--- src/hdl/qp_pkg.sv ---
package qp_pkg;

    // ==========================================================
    // clock and timing
    localparam int unsigned CLK_HZ       = 10_000_000;
    localparam int unsigned NV_WRITE_MS  = 20;
    // longest time, rounds down
    localparam int unsigned NV_WRITE_CYC = NV_WRITE_MS * (CLK_HZ / 1000);

    // ==========================================================
    // register map
    localparam logic [3:0] ADDR_ACR      = 4'h8;
    localparam logic [3:0] ADDR_POT_LAST = 4'h3;
    localparam int         NUM_POTS      = 4;
    localparam int         BYTE_W        = 8;
    localparam int         WIPER_W       = 7;

    // ==========================================================
    // instruction opcodes (upper nibble)
    localparam logic [3:0] OP_READ  = 4'hB;
    localparam logic [3:0] OP_WRITE = 4'hC;

    // ==========================================================
    // access control fields and reset values
    localparam int         ACR_VOL_BIT  = 7;
    localparam int         ACR_SHUTDOWN_CONTROL_BIT = 6;
    localparam logic       VOL_RST      = 1'h0;
    localparam logic       SHUTDOWN_CONTROL_RST     = 1'h1;
    localparam logic [7:0] WIPER_RST    = 8'h40;
    localparam logic [7:0] PUV_RST      = 8'h40;

    // ==========================================================
    // frame position
    typedef enum logic [1:0] {
        FR_ID     = 2'h0,
        FR_INSTR  = 2'h1,
        FR_DATA   = 2'h3,
        FR_IGNORE = 2'h2
    } qp_frame_t;

endpackage

--- src/hdl/qp_spi_shift.sv ---
`timescale 1ns/1ps
module qp_spi_shift (
    input  wire logic       mclk_i,
    input  wire logic       rst_n_i,
    input  wire logic       sck_i,
    input  wire logic       cs_n_i,
    input  wire logic       sdi_i,
    input  wire logic       load_i,
    input  wire logic [7:0] load_data_i,
    output logic      [7:0] byte_o,
    output logic            byte_stb_o,
    output logic            cs_rise_o,
    output logic            sdo_o,
    output logic            sdo_oe_o
);
    // ==========================================================
    // edge detection
    logic       sck_q;
    logic       cs_n_q;
    logic [2:0] bit_q;
    logic [7:0] rx_q;
    logic [7:0] tx_q;
    wire        sck_rise = sck_i & ~sck_q & ~cs_n_i;
    wire        sck_fall = ~sck_i & sck_q & ~cs_n_i;
    wire  [7:0] rx_d     = {rx_q[6:0], sdi_i};
    wire        last_bit = (bit_q == 3'h7);

    // ==========================================================
    // receive, msb first on rising edges
    always_ff @(posedge mclk_i or negedge rst_n_i) begin
        if (!rst_n_i) begin
            sck_q      <= 1'h0;
            cs_n_q     <= 1'h1;
            bit_q      <= 3'h0;
            rx_q       <= 8'h00;
            byte_o     <= 8'h00;
            byte_stb_o <= 1'h0;
            cs_rise_o  <= 1'h0;
        end else begin
            sck_q      <= sck_i;
            cs_n_q     <= cs_n_i;
            byte_stb_o <= sck_rise & last_bit;
            cs_rise_o  <= cs_n_i & ~cs_n_q;
            if (cs_n_i) begin
                bit_q <= 3'h0;
            end else if (sck_rise) begin
                bit_q <= bit_q + 3'h1;
                rx_q  <= rx_d;
                if (last_bit) begin
                    byte_o <= rx_d;
                end
            end
        end
    end

    // ==========================================================
    // transmit, msb first on falling edges
    always_ff @(posedge mclk_i or negedge rst_n_i) begin
        if (!rst_n_i) begin
            tx_q     <= 8'h00;
            sdo_o    <= 1'h0;
            sdo_oe_o <= 1'h0;
        end else begin
            sdo_oe_o <= ~cs_n_i;
            if (cs_n_i) begin
                sdo_o <= 1'h0;
                tx_q  <= 8'h00;
            end else if (load_i) begin
                tx_q <= load_data_i;
            end else if (sck_fall) begin
                sdo_o <= tx_q[7];
                tx_q  <= {tx_q[6:0], 1'h0};
            end
        end
    end
endmodule

--- src/hdl/qp_nv_timer.sv ---
`timescale 1ns/1ps
module qp_nv_timer #(
    parameter int unsigned CYCLES = qp_pkg::NV_WRITE_CYC
) (
    input  wire logic mclk_i,
    input  wire logic rst_n_i,
    input  wire logic start_i,
    output logic      busy_o
);
    localparam int CW = $clog2(CYCLES + 1);

    if (CYCLES < 1) begin : g_chk
        $error("CYCLES must be at least 1");
    end

    logic [CW-1:0] cnt_q;

    // ==========================================================
    // busy for exactly CYCLES clocks
    always_ff @(posedge mclk_i or negedge rst_n_i) begin
        if (!rst_n_i) begin
            cnt_q  <= '0;
            busy_o <= 1'h0;
        end else if (start_i && !busy_o) begin
            cnt_q  <= CW'(CYCLES - 1);
            busy_o <= 1'h1;
        end else if (busy_o) begin
            if (cnt_q == '0) begin
                busy_o <= 1'h0;
            end else begin
                cnt_q <= cnt_q - CW'(1);
            end
        end
    end

endmodule

--- src/hdl/qp_regs.sv ---
`timescale 1ns/1ps
// Functional notes
// - access control register decoded at address 8
// - addresses 0-3 select pots 0-3
// - wiper output follows wiper register only
// - select bit 1: volatile wiper access only
// - select bit 0: power-up value registers accessed
// - power-up value write sets puv_q; reset reloads PUV_RST, so recall restores 0x40
// - power-up value write also loads wiper
// - reads never change wiper registers
// - read: data shifted out in third byte
// - opcode 1011 read, 1100 write, else invalid
// - nv write starts at cs rise, flagged busy
// - writes ignored while write in progress
// - spi mode 0, msb first
module qp_regs #(
    parameter int unsigned NV_WRITE_CYCLES = qp_pkg::NV_WRITE_CYC,
    parameter logic [3:0]  DEVICE_ID       = 4'hA  // value arbitrary
) (
    input  wire logic       mclk_i,
    input  wire logic       rst_n_i,
    input  wire logic       cs_n_i,
    input  wire logic       sck_i,
    input  wire logic       sdi_i,
    input  wire logic       shutdown_control_n_i,
    output logic            sdo_o,
    output logic            sdo_oe_o,
    output logic      [6:0] wiper0_o,
    output logic      [6:0] wiper1_o,
    output logic      [6:0] wiper2_o,
    output logic      [6:0] wiper3_o,
    output logic            shutdown_o,
    output logic            write_in_progress_o
);
    // ==========================================================
    // declarations
    logic [7:0]        wiper_q [qp_pkg::NUM_POTS];
    logic [7:0]        puv_q   [qp_pkg::NUM_POTS];
    logic              vol_q;
    logic              shutdown_control_q;
    logic              shut_q;
    logic              recall_q;
    logic              op_rd_q;
    logic [3:0]        addr_q;
    logic              nv_pend_q;
    logic [1:0]        nv_addr_q;
    logic [7:0]        nv_data_q;
    qp_pkg::qp_frame_t st_q;
    qp_pkg::qp_frame_t st_d;
    logic [7:0]        rx_byte;
    logic              byte_stb;
    logic              cs_rise;
    logic              write_in_progress;

    function automatic logic is_pot(input logic [3:0] a);
        return a <= qp_pkg::ADDR_POT_LAST;
    endfunction

    // busy check below needs at least eight busy cycles
    if (NV_WRITE_CYCLES < 8) begin : g_chk
        $error("NV_WRITE_CYCLES must be at least 8");
    end

    // ==========================================================
    // decoding
    wire [7:0] id_byte    = {DEVICE_ID, 4'h0};
    wire [3:0] instr_op   = rx_byte[7:4];
    wire [3:0] instr_addr = rx_byte[3:0];
    wire       op_is_rd   = (instr_op == qp_pkg::OP_READ);
    wire       op_is_wr   = (instr_op == qp_pkg::OP_WRITE);
    wire       op_ok      = op_is_rd | op_is_wr;
    wire [1:0] pot_sel    = instr_addr[1:0];
    wire [7:0] acr_val    = {vol_q, shutdown_control_q, write_in_progress, 5'h00};
    // select bit picks volatile or power-up set
    wire [7:0] pot_rd     = vol_q ? wiper_q[pot_sel]
                                  : puv_q[pot_sel];
    wire       rd_is_acr  = (instr_addr == qp_pkg::ADDR_ACR);
    wire [7:0] tx_data    = is_pot(instr_addr) ? pot_rd
                          : rd_is_acr ? acr_val : 8'h00;
    wire       in_instr   = (st_q == qp_pkg::FR_INSTR);
    wire       in_data    = (st_q == qp_pkg::FR_DATA);
    wire       tx_load    = in_instr & byte_stb & op_is_rd;
    wire       wr_try     = in_data & byte_stb & ~op_rd_q;
    wire       wr_fire    = wr_try & ~write_in_progress;
    wire       wr_acr     = wr_fire & (addr_q == qp_pkg::ADDR_ACR);
    wire       wr_pot     = wr_fire & is_pot(addr_q);
    wire       nv_start   = cs_rise & nv_pend_q;

    // ==========================================================
    // serial port
    qp_spi_shift u_shift (
        .mclk_i      (mclk_i),
        .rst_n_i     (rst_n_i),
        .sck_i       (sck_i),
        .cs_n_i      (cs_n_i),
        .sdi_i       (sdi_i),
        .load_i      (tx_load),
        .load_data_i (tx_data),
        .byte_o      (rx_byte),
        .byte_stb_o  (byte_stb),
        .cs_rise_o   (cs_rise),
        .sdo_o       (sdo_o),
        .sdo_oe_o    (sdo_oe_o)
    );

    // ==========================================================
    // non-volatile write timer
    qp_nv_timer #(
        .CYCLES (NV_WRITE_CYCLES)
    ) u_timer (
        .mclk_i  (mclk_i),
        .rst_n_i (rst_n_i),
        .start_i (nv_start),
        .busy_o  (write_in_progress)
    );

    // ==========================================================
    // frame sequencing
    always_comb begin
        st_d = st_q;
        if (cs_n_i) begin
            st_d = qp_pkg::FR_ID;
        end else if (byte_stb) begin
            case (st_q)
                qp_pkg::FR_ID: begin
                    st_d = (rx_byte == id_byte) ? qp_pkg::FR_INSTR
                                                : qp_pkg::FR_IGNORE;
                end
                qp_pkg::FR_INSTR: begin
                    st_d = op_ok ? qp_pkg::FR_DATA
                                 : qp_pkg::FR_IGNORE;
                end
                qp_pkg::FR_DATA: begin
                    st_d = qp_pkg::FR_IGNORE;
                end
                default: begin
                    st_d = qp_pkg::FR_IGNORE;
                end
            endcase
        end
    end

    always_ff @(posedge mclk_i or negedge rst_n_i) begin
        if (!rst_n_i) begin
            st_q    <= qp_pkg::FR_ID;
            op_rd_q <= 1'h0;
            addr_q  <= 4'h0;
        end else begin
            st_q <= st_d;
            if (in_instr && byte_stb) begin
                op_rd_q <= op_is_rd;
                addr_q  <= instr_addr;
            end
        end
    end

    // ==========================================================
    // access control register
    always_ff @(posedge mclk_i or negedge rst_n_i) begin
        if (!rst_n_i) begin
            vol_q  <= qp_pkg::VOL_RST;
            shutdown_control_q <= qp_pkg::SHUTDOWN_CONTROL_RST;
            shut_q <= 1'h0;
        end else begin
            shut_q <= ~(shutdown_control_n_i & shutdown_control_q);
            if (wr_acr) begin
                vol_q  <= rx_byte[qp_pkg::ACR_VOL_BIT];
                shutdown_control_q <= rx_byte[qp_pkg::ACR_SHUTDOWN_CONTROL_BIT];
            end
        end
    end

    // ==========================================================
    // pending non-volatile write
    always_ff @(posedge mclk_i or negedge rst_n_i) begin
        if (!rst_n_i) begin
            nv_pend_q <= 1'h0;
            nv_addr_q <= 2'h0;
            nv_data_q <= 8'h00;
        end else if (wr_pot && !vol_q) begin
            nv_pend_q <= 1'h1;
            nv_addr_q <= addr_q[1:0];
            nv_data_q <= rx_byte;
        end else if (cs_rise) begin
            nv_pend_q <= 1'h0;
        end
    end

    // ==========================================================
    // wiper and power-up value storage
    always_ff @(posedge mclk_i or negedge rst_n_i) begin
        if (!rst_n_i) begin
            recall_q <= 1'h1;
        end else begin
            recall_q <= 1'h0;
        end
    end

    for (genvar i = 0; i < qp_pkg::NUM_POTS; i++) begin : g_pot
        always_ff @(posedge mclk_i or negedge rst_n_i) begin
            if (!rst_n_i) begin
                wiper_q[i] <= qp_pkg::WIPER_RST;
                puv_q[i]   <= qp_pkg::PUV_RST;
            end else begin
                if (recall_q) begin
                    wiper_q[i] <= puv_q[i];
                end else if (wr_pot && addr_q[1:0] == 2'(i)) begin
                    wiper_q[i] <= rx_byte;
                end
                if (nv_start && nv_addr_q == 2'(i)) begin
                    puv_q[i] <= nv_data_q;
                end
            end
        end
    end

    // ==========================================================
    // outputs
    assign wiper0_o            = wiper_q[0][qp_pkg::WIPER_W-1:0];
    assign wiper1_o            = wiper_q[1][qp_pkg::WIPER_W-1:0];
    assign wiper2_o            = wiper_q[2][qp_pkg::WIPER_W-1:0];
    assign wiper3_o            = wiper_q[3][qp_pkg::WIPER_W-1:0];
    assign shutdown_o          = shut_q;
    assign write_in_progress_o = write_in_progress;

    // ==========================================================
    // checks
    wire [31:0] wiper_all = {wiper_q[3], wiper_q[2], wiper_q[1], wiper_q[0]};
    wire [31:0] puv_all   = {puv_q[3], puv_q[2], puv_q[1], puv_q[0]};
endmodule

--- config.mk ---
export PLATFORM = sky130hd
export DESIGN_NAME = qp_regs
export DESIGN_NICKNAME = d
export VERILOG_FILES = /design/src/hdl/qp_pkg.sv /design/src/hdl/qp_spi_shift.sv /design/src/hdl/qp_nv_timer.sv /design/src/hdl/qp_regs.sv
export SDC_FILE = /design/constraint.sdc
export NUM_CORES = 1
export LEC_CHECK = 0
export BUFFER_PORTS_ARGS = -buffer_cell sky130_fd_sc_hd__buf_2
export CELL_PAD_IN_SITES_DETAIL_PLACEMENT = 1
export CELL_PAD_IN_SITES_GLOBAL_PLACEMENT = 1
export CORE_MARGIN = 5
export CORE_UTILIZATION = 50
export DETAILED_ROUTE_END_ITERATION = 12
export GPL_ROUTABILITY_DRIVEN = 1
export PLACE_DENSITY_LB_ADDON = 0.1
export SYNTH_ARGS = -nofsm -noshare
export SYNTH_HDL_FRONTEND = slang
export SYNTH_SLANG_ARGS = --single-unit
--- constraint.sdc ---
create_clock -name mclk_i -period 5.1 [get_ports mclk_i]
set_input_delay 0.255 -clock mclk_i [delete_from_list [all_inputs] [get_ports mclk_i]]
set_output_delay 0.255 -clock mclk_i [all_outputs]
set_load 0.01 [all_outputs]
# After elaboration in Yosys (flattened, before gate mapping)
# Cells that the tools add are included.
[totals]
ram_bits = 0
latch_bits = 0
memories = 0
reg_bits = 137
romBits = 0
out_inout_bits = 32
[classes]
addsub = 2
n_mul = 0
n_div = 0
n_lt_le_gt_ge = 3
reduce_logical = 31
n_bitwise = 24
eq_ne = 16
shifts = 0
mux = 38
[op_table]
columns = ["cell", "count"]
rows = [
  ["8-bit 2-to-1 mux", 18],
  ["18-bit 2-to-1 mux", 3],
  ["8-bit binary-select mux with 2-bit select", 2],
  ["18-bit logical NOT", 1],
  ["2-bit nonzero test", 9],
  ["18-bit by 1-bit subtractor with 18-bit output (second input constant)", 1],
  ["4-bit equality test (second input constant)", 4],
  ["1-bit bitwise AND", 15],
  ["1-bit logical AND", 11],
  ["2-bit equality test (second input constant)", 5],
  ["1-bit 2-to-1 mux", 9],
  ["8-bit equality test (second input constant)", 1],
  ["4-bit by 2-bit <= comparator with 1-bit output (second input constant)", 2],
  ["1-bit inverter", 7],
  ["2-bit by 1-bit equality test with 1-bit output (second input constant)", 3],
  ["2-bit logical NOT", 3],
  ["2-bit 2-to-1 mux", 3],
  ["3-bit 2-to-1 mux", 2],
  ["2-bit AND reduction", 3],
  ["2-bit one-hot mux with 2 select lines", 1],
  ["3-bit by 1-bit adder with 3-bit output (second input constant)", 1],
  ["3-bit equality test (second input constant)", 1],
  ["3-bit greater-or-equal comparator (second input constant)", 1],
  ["2-bit inverter with 3-bit output", 1],
  ["6 further kinds", 7],
]

# Longest topological paths before layout
[logic_depth]
ltp_word = 8
mapped_depth = 7
ltp_nobuf = 6

# Cells and area by module
# A second synthesis with hierarchy kept.
[unflattened]
cells_unflattened = 631
hier_area_um2 = 7206.9
[by_module_without_submodules]
columns = ["mod", "area_per_inst_um2", "seq_area_each_um2", "cells_per_inst", "n_inst"]
rows = [
  ["qp_regs", 4772.1, 2164.6, 427, 1],
  ["qp_spi_shift", 1373.8, 802.0, 94, 1],
  ["qp_nv_timer", 1061.0, 475.5, 110, 1],
]

# Worst setup path after synthesis
# No wires, ideal clock.
[synth_path]
kind = "reg2reg"
from = "reg u_timer.busy_o"
to = "reg wiper_q (netlist bit wiper_all[23])"
setup_time_ps = 127
path_stages_with_launch = 6
n_path_buf = 1
slack_ps = 3032
arrival_time_ps = 1941
path_cell_list = "dfrtp_1 buf_6 or4b_4 nor4_4 mux2i_1 o21ai_2"
[synth_between]
elab_chain_len = 5
[synth_rtl]
columns = ["item", "line_no", "source"]
rows = [
  ["from (decl)", "qp_nv_timer.sv:8", "output logic busy_o"],
  ["from (signal assigned)", "qp_nv_timer.sv:23", "busy_o <= 1'h0;"],
  ["from (signal assigned)", "qp_nv_timer.sv:26", "busy_o <= 1'h1;"],
  ["from (signal assigned)", "qp_nv_timer.sv:29", "busy_o <= 1'h0;"],
  ["1-bit inverter", "qp_regs.sv:84", "wire wr_fire = wr_try & ~write_in_progress;"],
  ["1-bit bitwise AND", "qp_regs.sv:84", ""],
  ["1-bit bitwise AND", "qp_regs.sv:86", "wire wr_pot = wr_fire & is_pot(addr_q);"],
  ["1-bit logical AND", "qp_regs.sv:207", "end else if (wr_pot && addr_q[1:0] == 2'(i)) begin"],
  ["2-bit nonzero test (no source line)", "-", ""],
  ["to (signal, indexed assignment)", "qp_regs.sv:202", "wiper_q[i] <= qp_pkg::WIPER_RST;"],
  ["to (signal, indexed assignment)", "qp_regs.sv:206", "wiper_q[i] <= puv_q[i];"],
  ["to (signal, indexed assignment)", "qp_regs.sv:208", "wiper_q[i] <= rx_byte;"],
  ["to (decl)", "qp_regs.sv:37", "logic [7:0] wiper_q [qp_pkg::NUM_POTS];"],
]
# No other way between the ends.
# A chain may end at the register's enable or synchronous reset.

# Worst setup path in the final report
[layout_path]
from = "reg u_timer.busy_o"
to = "reg wiper_q (netlist bit wiper3_o[2])"
# The elaborated chain is that of the path after synthesis.

==> results by group <==
Status
  – Outcome: complete, no violations

Job
  – Max-cap viol count: 0

Floorplanning
  – Die H: 127 um
  – Die W: 127 um
  – DIE AREA: 16,100 um^2
  – Initial Utilization: 51.2%
  – Core ar.: 13,300 um^2
  – I/O pin count: 38
  – Row count: 42

Worst setup path
  – WS Path Type: reg -> reg
  – Crit path launch: u_timer.busy_o
  – Cell depth of the worst setup path: 4
  – Reg-to-Reg Start: u_timer.busy_o
  – Data arrival, critical path: 2.92 ns
  – Slowest cell delay on critical path: 0.77 ns
  – Setup crit start kind: register
  – CP Cell Sequence: nor4b_1, nand4_1, o21ai_0, a21oi_1
  – Required time of the critical path: 5.39 ns
  – Buf/Inv on CP: 0
  – Reg2Reg Depth: 4
  – CP top delay family: simple AND/OR/NAND/NOR gates
  – Highest fanout seen on the critical path: 16
  – CP max stage cell: nand4_1
  – Critical Path End Type: register

Synthesis
  – Synth cell types: 55
  – Synthesized instance count: 599
  – Yosys top cell area share: 46.1%
  – Post-synth EDFFs: 0
  – Syn avg cell area: 11.4 um^2
  – Top cell types by occurrence after synthesis: dfrtp_1 (126), mux2_2 (72), o21ai_0 (40), nand2_1 (37), mux2i_1 (34)
  – Seq/Total Area, Yosys: 50.4%
  – Largest area contributor in the netlist: dfrtp_1
  – Ys async rst share: 100%
  – Most common cell in the synthesized netlist: dfrtp_1
  – Synthesis Warnings: 0
  – Post-synthesis xor/xnor area fraction: 0.128%
  – Simple-gate share of the synthesized area: 12.3%
  – #FFs+latches synth: 137
  – Top cells by area, synth: dfrtp_1 (46%), mux2_2 (12%), mux2i_1 (5.0%)
  – Compound-Gate Fraction of Synth Area: 9.28%
  – Syn nets: 608
  – Top FF cell, synth: dfrtp_1
  – Post-synthesis mux area share: 21.5%
  – Adder-cell share of the synthesized area: 0.549%
  – Cell Area, Synth: 6830 um^2
  – Combinational family with the most area after synthesis: multiplexers

STA
  – RSZ-0062 raised after global routing: false
  – Slew @ Worst Pin: 1.07 ns
  – Max-slew headroom at the worst pin: 28.6%
  – Clk_skew: 0.00568 ns
  – Final Hold Fails: 0
  – Final setup fails: 0
  – Final setup TNS: 0 ns
  – Final worst path period need: 2.63 ns
  – WHS: 0.0680 ns
  – Pins Over Slew Limit: 0
  – Max Fclk: 0.380 GHz
  – Period utilization: 51.7%

Power
  – Seq pwr share: 46.1%
  – Power Total: 2.51 mW
  – Sw Ratio: 22.5%
  – Clock share of power: 50.2%
  – PD cells: 332 nW/um^2
  – Leakage: 3.45 nW
  – VDD IR-drop max: 0.245 mV
  – Psw: 0.565 mW
  – Combinational share of power: 3.7%
  – Internal power: 1.94 mW

Clocking
  – Htree depth: 4
  – Reg clk slew, reported paths: 0.06 ns
  – Worst-Skew Late Latency: 0.42 ns
  – CTS Buf Count: 17
  – Post-CTS Resized: 0
  – Clock net sink count: 137
  – Clock tree from TritonCTS: yes
  – Clk buf depth: 2
  – Clk root buf: clkbuf_16

Hold path
  – Hold Crit Class: in -> reg
  – Worst hold stages: 1
  – HP Start: cs_n_i

Drt
  – DRT antenna net count: 0
  – Drt wl/cell: 21.8 um
  – DRT iter0 DRCs: 300
  – Vias: 4,727
  – Avg Vias per Cell: 6.01
  – Final wirelength: 17.2 mm
  – TritonRoute pass-1 iters: 4
  – DRC: 0

Final layout
  – Final cell count without fillers: 787
  – Fin nets: 607
  – Diodes inserted: 0
  – Fraction of layout cells with a size suffix above 1: 29.6%
  – Post-layout util: 56.6%
  – Area grow syn2layout: 10.5%

Global routing
  – Largest net degree at the start of global routing: 78
  – Total Routing Usage GR: 22.5%
  – First-pass GRT wire length: 28.3 mm
  – Vias in the first global route: 5,176
  – Grt total ovfl: 0
  – Initial antenna violation count: 0

Placed design
  – Hpwl dp: 10.8 mm
  – Placed Instances: 752
  – Routability Congestion: 0.784
  – Number of buffers added on ports: 37
==> flip-flops by register name, indices dropped and copies added (netlist names), 3 cells and up <==
| register | count |
|---|---|
| u_timer.cnt_q | 18 |
| wiper2_o | 7 |
| wiper1_o | 7 |
| u_shift.rx_q | 7 |
| u_shift.tx_q | 8 |
| u_shift.bit_q | 3 |
| wiper0_o | 7 |
| addr_q | 4 |
| wiper_all | 4 |
| puv_all | 32 |
| nv_data_q | 8 |
| u_shift.byte_o | 8 |
| wiper3_o | 7 |
==> layout make-up <==
type,instances,area [um^2]
Multi-Input combinational cell,387,3000
Clock inverter,12,149
Sequential cell,137,3440
Inverter,10,37.5
Tap cell,176,220
Timing Repair Buffer,45,259
Clock buffer,20,447
Fill cell,1421,5790
==> logic make-up (layout without fill, tap and decap cells) <==
| group | count (synthesis) | in the layout |
|---|---|---|
| muxes | 120 | 120 |
| AOI/OAI and AO/OA | 110 | 110 |
| and+or+nand+nor | 152 | 152 |
| adders and majority gates | 3 | 3 |
| DFF | 137 | 137 |
| xor gates and xnor gates | 1 | 1 |
| buffers and inverters | 75 | 87 |
| other | 1 | 1 |
==> power groups by stage <==
stage          Combinational (mW)  Sequential [mW]  Clock [mW]
3_5_place_dp               0.0933             1.18           0
3_3_place_gp               0.0881             1.17           0
2_1_floorplan              0.0663             1.16           0
6_report                   0.0933             1.16        1.26
4_1_cts                    0.0964             1.16        1.28
5_1_grt                     0.105             1.16        1.33
==> path summary, 6_finish.rpt <==
check                               endpoint  slack (ns)
max                              wiper3_o[2]        2.47
min                           u_shift.cs_n_q        0.07
max reg2reg                      wiper3_o[2]        2.47
min reg2reg                       shutdown_o        0.46
max in group asynchronous  u_shift.byte_o[4]        3.40
min in group asynchronous   u_shift.bit_q[0]        0.42
==> cell usage in the layout, fill, tap and decap left out, types with 3 or more instances in the layout <==
cell type,n
a21oi_1,26
bufinv_16,3
mux2_2,72
clkbuf_16,17
ha_1,3
and4_1,3
nor2b_1,18
nand3_1,10
dfrtp_1,126
nand3b_1,3
clkinvlp_4,4
o21ai_1,7
o21ai_0,40
clkinv_2,4
buf_2,36
and2_1,5
a211oi_1,4
dlygate4sd3_1,3
or3_1,4
mux4_2,14
nand2_1,37
dfstp_2,11
buf_4,5
nor4_1,3
nor4b_1,4
nand4_1,7
nor2_1,26
nand2b_1,7
inv_1,9
a31oi_1,17
nor3_1,7
mux2i_1,34
==> stage by stage <==
step | instance area [um^2] | setup WS (ns)
global route | 7550 | 2.26
finish | 7550 | 2.47
floorplan | 6830 | 3.03
global placement | 6930 | 2.65
detailed placement | 6930 | 2.49
CTS | 7550 | 2.45
==> layer usage <==
metal	GRT usage (%)	wire length [um]
met1	29.4	7440
met2	38.1	8800
met3	3.99	712
met4	7.63	224
met5	0	0
==> what timing repair did <==
item | 4_1_cts | 5_1_grt
buffers inserted | 0 | 0
hold endpoints to repair | 76 | 0
hold buffers | 3 | 0
No activity file was read; power rests on OpenSTA's default activity.
